==> src/common/tws_pkg.sv <==
// Shared constants and carrier types of the three-wire serial port.
// Assumes a 32-bit classic Wishbone master with 16-bit byte addresses.
package tws_pkg;

  // ************************************************************
  // register map (byte addresses, one aligned word each)
  // ************************************************************
  localparam logic [15:0] MODE_ADDR = 16'hff80;
  localparam logic [15:0] MODE_B_ADDR = 16'hff88;
  localparam logic [15:0] CLKSEL_ADDR = 16'hff84;
  localparam logic [15:0] TXBUF_ADDR = 16'hff90;
  localparam logic [15:0] SHIFT_ADDR = 16'hff94;
  localparam logic [15:0] MODE_SET_ADDR = 16'hff98;
  localparam logic [15:0] MODE_CLR_ADDR = 16'hff9c;
  localparam logic [15:0] STATUS_ADDR = 16'hffa0;

  // ************************************************************
  // field positions and reset values
  // ************************************************************
  localparam int ENABLE_BIT = 7;
  localparam int TRMD_BIT = 6;
  localparam int SSE_BIT = 5;
  localparam int DIR_BIT = 4;
  localparam int CIP_BIT = 0;
  localparam logic [7:0] MODE_WR_MASK = 8'hf0;
  localparam logic [7:0] MODE_RST = 8'h00;

  localparam int CKP_BIT = 4;
  localparam int DAP_BIT = 3;
  localparam int CKS_LSB = 0;
  localparam int CKS_W = 3;
  localparam logic [CKS_W-1:0] CKS_EXT = 3'h7;
  localparam logic [7:0] CLKSEL_WR_MASK = 8'h1f;
  localparam logic [7:0] CLKSEL_RST = 8'h00;

  localparam logic [7:0] TXBUF_RST = 8'h00;
  localparam logic [7:0] SHIFT_RST = 8'h00;

  localparam int STAT_CNT_LSB = 0;
  localparam int STAT_SCK_BIT = 4;
  localparam int STAT_SI_BIT = 5;
  localparam int STAT_SS_BIT = 6;

  // ************************************************************
  // timing
  // ************************************************************
  localparam logic [3:0] BITS_PER_FRAME = 4'h8;
  localparam int HALF_W = 6;
  localparam int SYNC_STAGES = 2;

  // ************************************************************
  // types
  // ************************************************************
  typedef enum logic {TWS_IDLE, TWS_RUN} tws_phase_t;

  typedef struct packed {
    logic cyc;
    logic stb;
    logic we;
    logic [15:0] adr;
    logic [3:0] sel;
    logic [31:0] dat;
  } tws_wb_req_t;

  typedef struct packed {
    tws_phase_t phase;
    logic [7:0] mode;
    logic [7:0] clksel;
    logic [7:0] txbuf;
    logic [7:0] sr;
    logic [3:0] cnt;
    logic [HALF_W-1:0] half;
    logic sck_lvl;
    logic sck_oe;
    logic sck_prev;
    logic so;
    logic so_oe;
    logic si_lat;
    logic ack;
    logic [31:0] dat;
  } tws_state_t;

endpackage

==> src/rtl/tws_sync.sv <==
// Two-stage synchroniser for a group of asynchronous levels.
// Assumes the inputs come from pins outside the sys_clk_i domain.
`timescale 1ns/10ps
`default_nettype none
module tws_sync #(
  parameter int WIDTH = 3
) (
  input wire logic sys_clk_i,
  input wire logic rst_i,
  input wire logic [WIDTH-1:0] async_i,
  output logic [WIDTH-1:0] sync_o
);

  // ************************************************************
  // stages
  // ************************************************************
  // the first stage feeds the second and nothing else
  logic [WIDTH-1:0] meta_q;
  logic [WIDTH-1:0] sync_q;

  always_ff @(posedge sys_clk_i or posedge rst_i) begin
    if (rst_i) begin
      meta_q <= '0;
      sync_q <= '0;
    end else begin
      meta_q <= async_i;
      sync_q <= meta_q;
    end
  end

  assign sync_o = sync_q;

endmodule
`default_nettype wire

==> src/rtl/tws_port.sv <==
// Three-wire clocked serial port with its mode, clock and data registers.
// Assumes a classic Wishbone master on sys_clk_i and a tristate pad
// outside that resolves each pin from its output enable.
//
// Behaviour
// - buffer write with enable and txrx mode starts
// - written byte loads shifter, goes out serially
// - slave select gates transmit start, low only
// - 8-bit shifter, read by software as byte
// - receive mode: shifter read starts a reception
// - reception shifts sampled data-in bits in
// - slave select gates receive start, low only
// - enable cleared resets busy flag and shifter
// - mode bit 7 enables or stops the port
// - receive mode holds data-out constantly low
// - mode bit 0 reads busy, read only
// - mode bit 5 selects slave select use, external clock only
// - reset clears buffer, shifter and mode to zero
// - default mode releases clock and data pins
// - mode register takes bit and byte writes
// - clock select: divide 2 to 128 or external
`timescale 1ns/10ps
`default_nettype none
module tws_port (
  input wire logic sys_clk_i,
  input wire logic rst_i,
  input wire tws_pkg::tws_wb_req_t wb_req_i,
  output logic [31:0] wb_dat_o,
  output logic wb_ack_o,
  input wire logic serial_clock_pin_i,
  output logic serial_clock_pin_o,
  output logic serial_clock_pin_oe_o,
  input wire logic serial_data_in_i,
  output logic serial_data_out_o,
  output logic serial_data_out_oe_o,
  input wire logic slave_select_input_n_i
);
  import tws_pkg::*;

  // ************************************************************
  // pin synchronisation
  // ************************************************************
  logic [2:0] pins_s;
  logic sck_s;
  logic si_s;
  logic ss_n_s;

  // the pins cross into sys_clk_i here; nothing below reads them raw
  tws_sync #(
    .WIDTH(3)
  ) u_sync (
    .sys_clk_i(sys_clk_i),
    .rst_i(rst_i),
    .async_i({slave_select_input_n_i, serial_data_in_i, serial_clock_pin_i}),
    .sync_o(pins_s)
  );

  assign sck_s = pins_s[0];
  assign si_s = pins_s[1];
  assign ss_n_s = pins_s[2];

  // ************************************************************
  // helpers
  // ************************************************************
  // one bit order serves both directions, so one pair of helpers does
  function automatic logic out_bit(input logic [7:0] sr, input logic lsb_first);
    out_bit = lsb_first ? sr[0] : sr[7];
  endfunction

  function automatic logic [7:0] shift_in(input logic [7:0] sr, input logic lsb_first,
                                          input logic din);
    shift_in = lsb_first ? {din, sr[7:1]} : {sr[6:0], din};
  endfunction

  // ************************************************************
  // state
  // ************************************************************
  // all state sits in one struct; d is its next value
  tws_state_t q;
  tws_state_t d;

  logic req;
  logic acc;
  logic [13:0] word;
  logic en;
  logic trmd;
  logic sse;
  logic lsb_first;
  logic clock_polarity_select;
  logic data_phase_select;
  logic [CKS_W-1:0] clock_divider_select;
  logic ext_clk;
  logic idle_lvl;
  logic ss_ok;
  logic start_tx;
  logic start_rx;
  logic lead;
  logic trail;
  logic din;
  logic [HALF_W-1:0] half_max;
  logic [7:0] mode_rd;
  logic [7:0] wr_byte;

  assign en = q.mode[ENABLE_BIT];
  assign trmd = q.mode[TRMD_BIT];
  assign sse = q.mode[SSE_BIT];
  assign lsb_first = q.mode[DIR_BIT];
  assign clock_polarity_select = q.clksel[CKP_BIT];
  assign data_phase_select = q.clksel[DAP_BIT];
  assign clock_divider_select = q.clksel[CKS_LSB +: CKS_W];
  assign ext_clk = (clock_divider_select == CKS_EXT);
  // type 1 (clksel all zero) idles the clock high
  assign idle_lvl = ~clock_polarity_select;
  // slave select only matters for an externally clocked slave
  assign ss_ok = ~(sse & ext_clk) | ~ss_n_s;
  assign half_max = HALF_W'((7'h01 << clock_divider_select) - 7'h01);
  assign mode_rd = {q.mode[7:1], (q.phase == TWS_RUN)};

  // ************************************************************
  // next state
  // ************************************************************
  always_comb begin
    d = q;
    req = wb_req_i.cyc & wb_req_i.stb;
    acc = req & ~q.ack;
    word = wb_req_i.adr[15:2];
    wr_byte = wb_req_i.dat[7:0];
    start_tx = 1'b0;
    start_rx = 1'b0;
    lead = 1'b0;
    trail = 1'b0;
    din = 1'b0;

    // ************************************************************
    // bus slave: answers one edge after the request
    // ************************************************************
    // a request is taken only while no ack stands, so a held stb
    // earns a fresh answer on every second edge
    d.ack = acc;
    d.dat = 32'h0000_0000;
    if (acc) begin
      unique case (word)
        MODE_ADDR[15:2]: begin
          d.dat = {24'h00_0000, mode_rd};
          if (wb_req_i.we && wb_req_i.sel[0]) begin
            // fields other than enable are frozen mid-frame
            if (q.phase == TWS_RUN) begin
              d.mode[ENABLE_BIT] = wr_byte[ENABLE_BIT];
            end else begin
              d.mode = wr_byte & MODE_WR_MASK;
            end
          end
        end
        MODE_SET_ADDR[15:2]: begin
          d.dat = {24'h00_0000, mode_rd};
          if (wb_req_i.we && wb_req_i.sel[0]) begin
            if (q.phase == TWS_RUN) begin
              d.mode[ENABLE_BIT] = q.mode[ENABLE_BIT] | wr_byte[ENABLE_BIT];
            end else begin
              d.mode = q.mode | (wr_byte & MODE_WR_MASK);
            end
          end
        end
        MODE_CLR_ADDR[15:2]: begin
          d.dat = {24'h00_0000, mode_rd};
          if (wb_req_i.we && wb_req_i.sel[0]) begin
            if (q.phase == TWS_RUN) begin
              d.mode[ENABLE_BIT] = q.mode[ENABLE_BIT] & ~wr_byte[ENABLE_BIT];
            end else begin
              d.mode = q.mode & ~(wr_byte & MODE_WR_MASK);
            end
          end
        end
        CLKSEL_ADDR[15:2]: begin
          d.dat = {24'h00_0000, q.clksel};
          // a clock change under an enabled port is dropped
          if (wb_req_i.we && wb_req_i.sel[0] && !en) begin
            d.clksel = wr_byte & CLKSEL_WR_MASK;
          end
        end
        TXBUF_ADDR[15:2]: begin
          d.dat = {24'h00_0000, q.txbuf};
          if (wb_req_i.we && wb_req_i.sel[0]) begin
            d.txbuf = wr_byte;
            start_tx = en & trmd & ss_ok & (q.phase == TWS_IDLE);
          end
        end
        SHIFT_ADDR[15:2]: begin
          d.dat = {24'h00_0000, q.sr};
          if (!wb_req_i.we) begin
            start_rx = en & ~trmd & ss_ok & (q.phase == TWS_IDLE);
          end
        end
        STATUS_ADDR[15:2]: begin
          d.dat = '0;
          d.dat[STAT_CNT_LSB +: 4] = q.cnt;
          d.dat[STAT_SCK_BIT] = sck_s;
          d.dat[STAT_SI_BIT] = si_s;
          d.dat[STAT_SS_BIT] = ss_n_s;
        end
        default: begin
          d.dat = 32'h0000_0000;
        end
      endcase
    end

    // ************************************************************
    // serial clock edges
    // ************************************************************
    // an external clock is seen through the synchroniser, a few cycles
    // late; it must stay well below a sixth of the system clock
    d.sck_prev = sck_s;
    if (q.phase == TWS_RUN) begin
      if (ext_clk) begin
        lead = (q.sck_prev == idle_lvl) && (sck_s != idle_lvl);
        trail = (q.sck_prev != idle_lvl) && (sck_s == idle_lvl);
      end else if (q.half == half_max) begin
        d.half = '0;
        lead = (q.sck_lvl == idle_lvl);
        trail = ~lead;
        d.sck_lvl = ~q.sck_lvl;
      end else begin
        d.half = q.half + 1'b1;
      end
    end else begin
      d.half = '0;
      d.sck_lvl = idle_lvl;
    end

    // ************************************************************
    // shifting
    // ************************************************************
    // phase 1 latches data-in on the leading edge, so the trailing
    // edge shift uses a value that stood for a whole half period
    if (q.phase == TWS_RUN) begin
      if (lead) begin
        if (data_phase_select) begin
          d.si_lat = si_s;
        end else begin
          d.so = out_bit(q.sr, lsb_first);
        end
      end
      if (trail) begin
        din = data_phase_select ? q.si_lat : si_s;
        d.sr = shift_in(q.sr, lsb_first, din);
        d.cnt = q.cnt + 1'b1;
        if (q.cnt == BITS_PER_FRAME - 4'h1) begin
          d.phase = TWS_IDLE;
          d.cnt = '0;
        end
      end
      if (data_phase_select) begin
        d.so = out_bit(d.sr, lsb_first);
      end
    end

    // ************************************************************
    // frame start
    // ************************************************************
    // a start that meets a disable in the same cycle loses below
    if (start_tx || start_rx) begin
      d.phase = TWS_RUN;
      d.cnt = '0;
      d.half = '0;
      d.sck_lvl = idle_lvl;
      if (start_tx) begin
        d.sr = wr_byte;
      end
      if (data_phase_select) begin
        d.so = out_bit(d.sr, lsb_first);
      end
    end

    // ************************************************************
    // disable wins over everything in flight
    // ************************************************************
    // synchronous here: the clear lands on the edge that takes the write
    if (!d.mode[ENABLE_BIT]) begin
      d.phase = TWS_IDLE;
      d.sr = SHIFT_RST;
      d.cnt = '0;
      d.half = '0;
      d.sck_lvl = idle_lvl;
    end

    // ************************************************************
    // pin drive
    // ************************************************************
    // data-out is forced low after all shifting logic, so no path can
    // leak a bit in receive-only mode
    d.sck_oe = d.mode[ENABLE_BIT] & ~(d.clksel[CKS_LSB +: CKS_W] == CKS_EXT);
    d.so_oe = d.mode[ENABLE_BIT];
    if (!d.mode[ENABLE_BIT] || !d.mode[TRMD_BIT]) begin
      d.so = 1'b0;
    end
  end

  // ************************************************************
  // registers
  // ************************************************************
  // reset loads constants only; the pins come up released
  always_ff @(posedge sys_clk_i or posedge rst_i) begin
    if (rst_i) begin
      q.phase <= TWS_IDLE;
      q.mode <= MODE_RST;
      q.clksel <= CLKSEL_RST;
      q.txbuf <= TXBUF_RST;
      q.sr <= SHIFT_RST;
      q.cnt <= '0;
      q.half <= '0;
      q.sck_lvl <= 1'b1;
      q.sck_oe <= 1'b0;
      q.sck_prev <= 1'b0;
      q.so <= 1'b0;
      q.so_oe <= 1'b0;
      q.si_lat <= 1'b0;
      q.ack <= 1'b0;
      q.dat <= 32'h0000_0000;
    end else begin
      q <= d;
    end
  end

  // ************************************************************
  // outputs
  // ************************************************************
  // every output is a plain flop of q
  assign wb_dat_o = q.dat;
  assign wb_ack_o = q.ack;
  assign serial_clock_pin_o = q.sck_lvl;
  assign serial_clock_pin_oe_o = q.sck_oe;
  assign serial_data_out_o = q.so;
  assign serial_data_out_oe_o = q.so_oe;

endmodule
`default_nettype wire

==> config.mk <==
export PLATFORM = sky130hd
export DESIGN_NAME = tws_port
export DESIGN_NICKNAME = d
export VERILOG_FILES = /design/src/common/tws_pkg.sv /design/src/rtl/tws_sync.sv /design/src/rtl/tws_port.sv
export SDC_FILE = /design/constraint.sdc
export NUM_CORES = 1
export LEC_CHECK = 0
export BUFFER_PORTS_ARGS = -buffer_cell sky130_fd_sc_hd__buf_2
export CAP_MARGIN = 0
export CORE_MARGIN = 1
export CORE_UTILIZATION = 35
export CTS_BUF_LIST = sky130_fd_sc_hd__clkbuf_8
export CTS_CLUSTER_SIZE = 10
export DETAILED_ROUTE_END_ITERATION = 12
export GPL_TIMING_DRIVEN = 1
export HOLD_SLACK_MARGIN = 0.03
export PLACE_DENSITY = 0.64
export SLEW_MARGIN = 5
export SYNTH_ARGS = -nofsm -noshare
export SYNTH_HDL_FRONTEND = slang
export SYNTH_HIERARCHICAL = 1
export SYNTH_SLANG_ARGS = --single-unit
==> constraint.sdc <==
create_clock -name sys_clk_i -period 3.4 [get_ports sys_clk_i]
set_input_delay 0 -clock sys_clk_i [delete_from_list [all_inputs] [get_ports sys_clk_i]]
set_output_delay 0 -clock sys_clk_i [all_outputs]
set_load 0.05 [all_outputs]
# After elaboration in Yosys (flattened, before gate mapping)
# Index checks and enable logic that the tools add are counted.
# Widths: inputs -> output; s select.
dict set report word_totals {
  output_inout_bits 37
  latchBits 0
  elab_cells 146
  mem_bits_rw 0
  romBits 0
  in_bits 60
  memories 0
  ff_bits 85
}
dict set report classes {
  bitwise_logic 26
  addsub 3
  n_lt_le_gt_ge 0
  n_mul 0
  shift 1
  n_eq_ne 26
  n_reduce_logical 17
  div 0
  mux 54
}
# op n
set op_table {}
lappend op_table {{$eq 14x14->1 const B} 7}
lappend op_table {{$mux 8} 8}
lappend op_table {{$pmux 8 s5} 1}
lappend op_table {{$mux 19} 2}
lappend op_table {{$mux 7} 5}
lappend op_table {{$mux 32} 1}
lappend op_table {{$mux 1} 30}
lappend op_table {{$mux 12} 2}
lappend op_table {{$mux 24} 1}
lappend op_table {{$pmux 8 s3} 1}
lappend op_table {{$ne 2x2->1 const B} 6}
lappend op_table {{$and 1x1->1} 11}
lappend op_table {{$not 1->1} 10}
lappend op_table {{$reduce_and 3->1} 3}
lappend op_table {{$and 8x8->8} 1}
lappend op_table {{$not 8->8} 1}
lappend op_table {{$or 8x8->8} 1}
lappend op_table {{$reduce_and 8->1} 1}
lappend op_table {{$add 6x1->6 const B} 1}
lappend op_table {{$eq 3x3->1 const B} 2}
lappend op_table {{$eq 6x6->1} 1}
lappend op_table {{$mux 6} 1}
lappend op_table {{$shl 1x3->6 const A} 1}
lappend op_table {{$sub 6x1->6 const B} 1}
lappend op_table {{other kinds (17)} 28}

# Depth between registers and ports, before layout
dict set report depth {
  depth_word 14
  mapped_depth 15
}

# Modules after synthesis
# Netlist, hierarchy kept.
# module area_per_inst_um2 seq_area_each_um2 instances cells_per_inst
set modules_own_cells {}
lappend modules_own_cells {tws_port 3357.0 1327.5 1 366}
lappend modules_own_cells {tws_sync 153.9 150.1 1 7}

# Worst setup path after synthesis
# No wires, ideal clock.
dict set report synth_path {
  kind {reg2reg}
  from {reg q, in the netlist clock_divider_select[1]}
  to {reg q, in the netlist serial_data_out_o}
  path_stages_with_launch 14
  path_buffers 2
  arrival_ns 3.191
  t_required_ns 3.274
  path_slack_ns 0.083
  cell_sequence {dfrtp_1 -> buf_2 -> or3_1 -> ha_1 -> xnor2_1 -> or4_1 -> a311oi_2 -> nor3b_4 -> a31o_1 -> buf_6 -> nand2_2 -> o21ai_1 -> nor2_1 -> o311a_1}
}
# item line_no
set synth_rtl {}
lappend synth_rtl {{start, declared} tws_port.sv:79} ;# tws_state_t q;

# Final worst setup path
dict set report layout_path {
  from {reg q, in the netlist clock_divider_select[1]}
  to {reg q[33] (netlist name)}
}
dict set report layout_between {
  elab_chain_cells 7
  word_cells_on_any_way 8
  cone_classes {add/sub (1); eq/ne (2); shift (1); mux (3); reduce/logical (1)}
}
# item line_no
set layout_rtl {}
lappend layout_rtl {{$shl 1x3->6} tws_port.sv:116} ;# assign half_max = HALF_W'((7'h01 << clock_divider_select) - 7'h01);
lappend layout_rtl {{$sub 6x1->6} tws_port.sv:116}
lappend layout_rtl {{$eq 6x6->1} tws_port.sv:217} ;# end else if (q.half == half_max) begin
lappend layout_rtl {{$mux 1} tws_port.sv:217}
lappend layout_rtl {{$mux 1 (*)} tws_port.sv:214} ;# if (ext_clk) begin
lappend layout_rtl {{$mux 1 (*)} tws_port.sv:213} ;# if (q.phase == TWS_RUN) begin
lappend layout_rtl {{$reduce_and 3->1 (no source line) (*)} -}
# Mark *: on every way between the ends. The rest lies on a longest branch, timed or not.
# A chain may end at the register's enable or synchronous reset.

==> impl_metrics.yaml <==
outcome:
  status: "finished, final reports clean"
layout:
  fin_nets: 491
  area_growth_syn_to_layout_pct: 16.0
  instances_no_fill: 566
  drive_gt1_frac: 0.247
  antenna_cells: 0
  layout_commonest_cell: "dfrtp_1"
  final_cell_mix: "dfrtp_1, buf_2, a21oi_1, nor2_1, nand2_1"
  nFillCells: 981
sta:
  timing.final.crit_share: 0.952
  fin_skew_ps: 8.52
  hold_viol_final: 0
  slew_headroom: 0.533
  fmax_mhz: 309
  slew_violations: 0
  final-setup-viol-count: 0
  grt_setup_unrepaired: "false"
  fin_ws_ps: 164
  fin_crit_ps: 3240
  worst_slew_pin_slew_ps: 697
  tns_ps: 0
worst_setup_path:
  timing.rr.end: "q[33]$_DFFE_PP0P_"
  r2r_start: "clock_divider_select[1]$_DFF_PP0_"
  critPathArrivalTime_ps: 3480
  cp_cell_sequence: "or3_1 > ha_2 > xnor2_1 > or4_1 > a311oi_2 > nor3b_4 > buf_6 > a31oi_1 > a21o_1 > nor3_1 > mux2_2"
  crit_path_max_incr_delay_ps: 490
  reg2reg_slack_ps: 160
  worstPathRequired_ps: 3640
  endpoint_kind: "register"
  critPathSlowestCell: "or4_1"
  worstSetupStartpointType: "register"
  startpoint: "clock_divider_select[1]$_DFF_PP0_"
  reg2reg_depth: 11
  path_max_fanout: 8
  critical_path_class: "reg -> reg"
synthesis:
  ys_warn_count: 6
  synth_edf_count: 0
  synthArstFlopShare: 1.00
  ys.flop_type: "dfrtp_1"
  synth.distinct_cells: 58
  synthCells: 373
  ys_seq_elements: 59
  syn_area_sq_um: 3510
  avgSynthCellArea_sq_um: 9.41
  ys_seq_area_frac: 0.421
grt:
  grt.busiest_layer: "met2"
  grt_pass1_vias: 2858
  overflow: 0
  gr-usage-met2: 0.302
  grt_max_degree: 28
  grtUsageMet3: 0.0445
  grt_use_met1: 0.235
  antenna_found_initial: 0
  track_usage: 0.186
  grt_pass1_wl_microns: 14400
hold_path:
  min_from: "wb_req_i[54]"
  hp-class: "in -> reg"
  worst_hold_path.endpoint: "wb_ack_o$_DFF_PP0_"
  min_path_cells: 2
floorplanning:
  core_sq_um: 9730
  start_util: 0.361
  die_x_microns: 102
  num_rows: 36
  die_area_sq_um: 10400
  pin_count: 97
  die_y_microns: 102
placement:
  io_buffers: 43
  dpl.hpwl_microns: 6280
  dp_slack_ps: 51.9
  place_inst: 533
  gp_congestion: 0.891
clock_network:
  cts_max_level: 3
  clk_pin_slew_ps: 70
  cts_tree: "done"
  clkLatencyLatePin_ps: 350
  cts_buffers: 9
  cts_sinks: 59
  cts_buffer_depth: 2
  cts_root_buffer: "clkbuf_8"
run:
  max_cap_viol_count: 0
detailed_routing:
  firstDrtPassIters: 6
  num_vias: 2979
  routed_wl_microns: 8840
  via_per_inst: 5.26
  wl_per_cell_microns: 15.6
  ant_nets: 0
  first_iter_violations: 273
  drc: 0
pwr:
  ir_worst_vdd_mv: 0.250
  p_leak_nw: 1.78
  powerDensity_nw_per_um2: 344
-- registers in the layout, summed over array words and instances (netlist names) --
| register | flops |
|---|---|
| serial_data_out_o | 1 |
| q | 28 |
| clock_polarity_select | 1 |
| u_sync/meta_q | 3 |
| serial_clock_pin_oe_o | 1 |
| u_sync/sync_o | 3 |
| data_phase_select | 1 |
| wb_ack_o | 1 |
| mode_rd | 6 |
| serial_clock_pin_o | 1 |
| en | 1 |
| wb_dat_o | 8 |
| lsb_first | 1 |
| clock_divider_select | 3 |
-- kinds of logic after synthesis --
kind of cell | Yosys count | share of synthesized area
AND/OR/NAND/NOR | 131 | 0.200
flip-flops | 59 | 0.421
other | 1 | 0.00107
adder cells (fa/ha/maj) | 3 | 0.0107
buffers and inverters | 60 | 0.104
XOR/XNOR | 9 | 0.0225
AO/OA/AOI/OAI | 84 | 0.161
multiplexers | 26 | 0.0795
-- power breakdown --
part	internal [mW]	switching [mW]
logic	0.0311	0.100
clock network	0.259	0.300
registers	0.707	0.00393
-- Yosys cell counts, types with 5 or more instances --
| library cell | count | area (sq um) |
|---|---|---|
| and3_1 | 6 | 37.5 |
| mux2_2 | 15 | 169 |
| nand2_1 | 25 | 93.8 |
| a21oi_1 | 35 | 175 |
| buf_4 | 32 | 240 |
| mux2i_1 | 11 | 110 |
| a22oi_1 | 9 | 67.6 |
| nand4_1 | 7 | 43.8 |
| and2_1 | 5 | 31.3 |
| inv_1 | 9 | 33.8 |
| nor3_1 | 14 | 70.1 |
| nand3_1 | 10 | 50.1 |
| xnor2_1 | 5 | 43.8 |
| nor2_1 | 31 | 116 |
| a31oi_1 | 6 | 37.5 |
| a211oi_1 | 7 | 52.6 |
| a222oi_1 | 6 | 60.1 |
| o21ai_0 | 7 | 35.0 |
| clkbuf_1 | 14 | 52.6 |
| dfrtp_1 | 58 | 1450 |
-- worst max path at each step --
| stage | end | slack (ps) |
|---|---|---|
| final | q[33]$_DFFE_PP0P_ | 160 |
| after CTS | serial_data_out_o$_DFF_PP0_ | 20 |
| after detailed placement | q[48]$_DFFE_PP0P_ | 50 |
| after floorplan | serial_data_out_o$_DFF_PP0_ | 80 |
| after global routing | q[33]$_DFFE_PP0P_ | 20 |
| after global placement | serial_data_out_o$_DFF_PP0_ | 140 |
-- per-stage QoR --
step,hold WS [ps],util,total power [mW],area [sq um]
CTS,30.3,0.415,1.41,4040
global placement,-65.4,0.384,0.842,3740
floorplan,-209,-,0.831,3600
detailed placement,-63.5,0.384,0.844,3740
finish,34.0,0.418,1.40,4070
global route,31.6,0.418,1.46,4070
-- metal layers --
layer / up-vias / part of all wire
li1: 1402 / -
met1: 1442 / 0.43
met2: 118 / 0.50
met3: 17 / 0.054
met4: 0 / 0.019
met5: - / 0
-- timing repair --
item,CTS,global route
setup buffers,0,4
setup endpoints to repair,0,7
gates resized for setup,0,3
hold buffers,13,0
endpoints found under the hold margin,56,0
-- final cells by class --
type,count,area [sq um],area share
Clock buffer,9,124,0.0304
Multi-Input combinational cell,277,1760,0.431
Tap cell,133,166,0.0409
Sequential cell,59,1480,0.363
Clock inverter,7,45.0,0.0111
Inverter,9,33.8,0.00830
Timing Repair Buffer,72,469,0.115
-- critical path, delay by kind of cell (launching register included) --
kind            cells  cell delay [ps]
compound gates      3              570
mux                 1              350
simple gates        4             1310
fa+ha+maj           1              220
buf+inv             1              160
flops               1              370
xor+xnor            1              150
(Power assumes the default switching activity.)
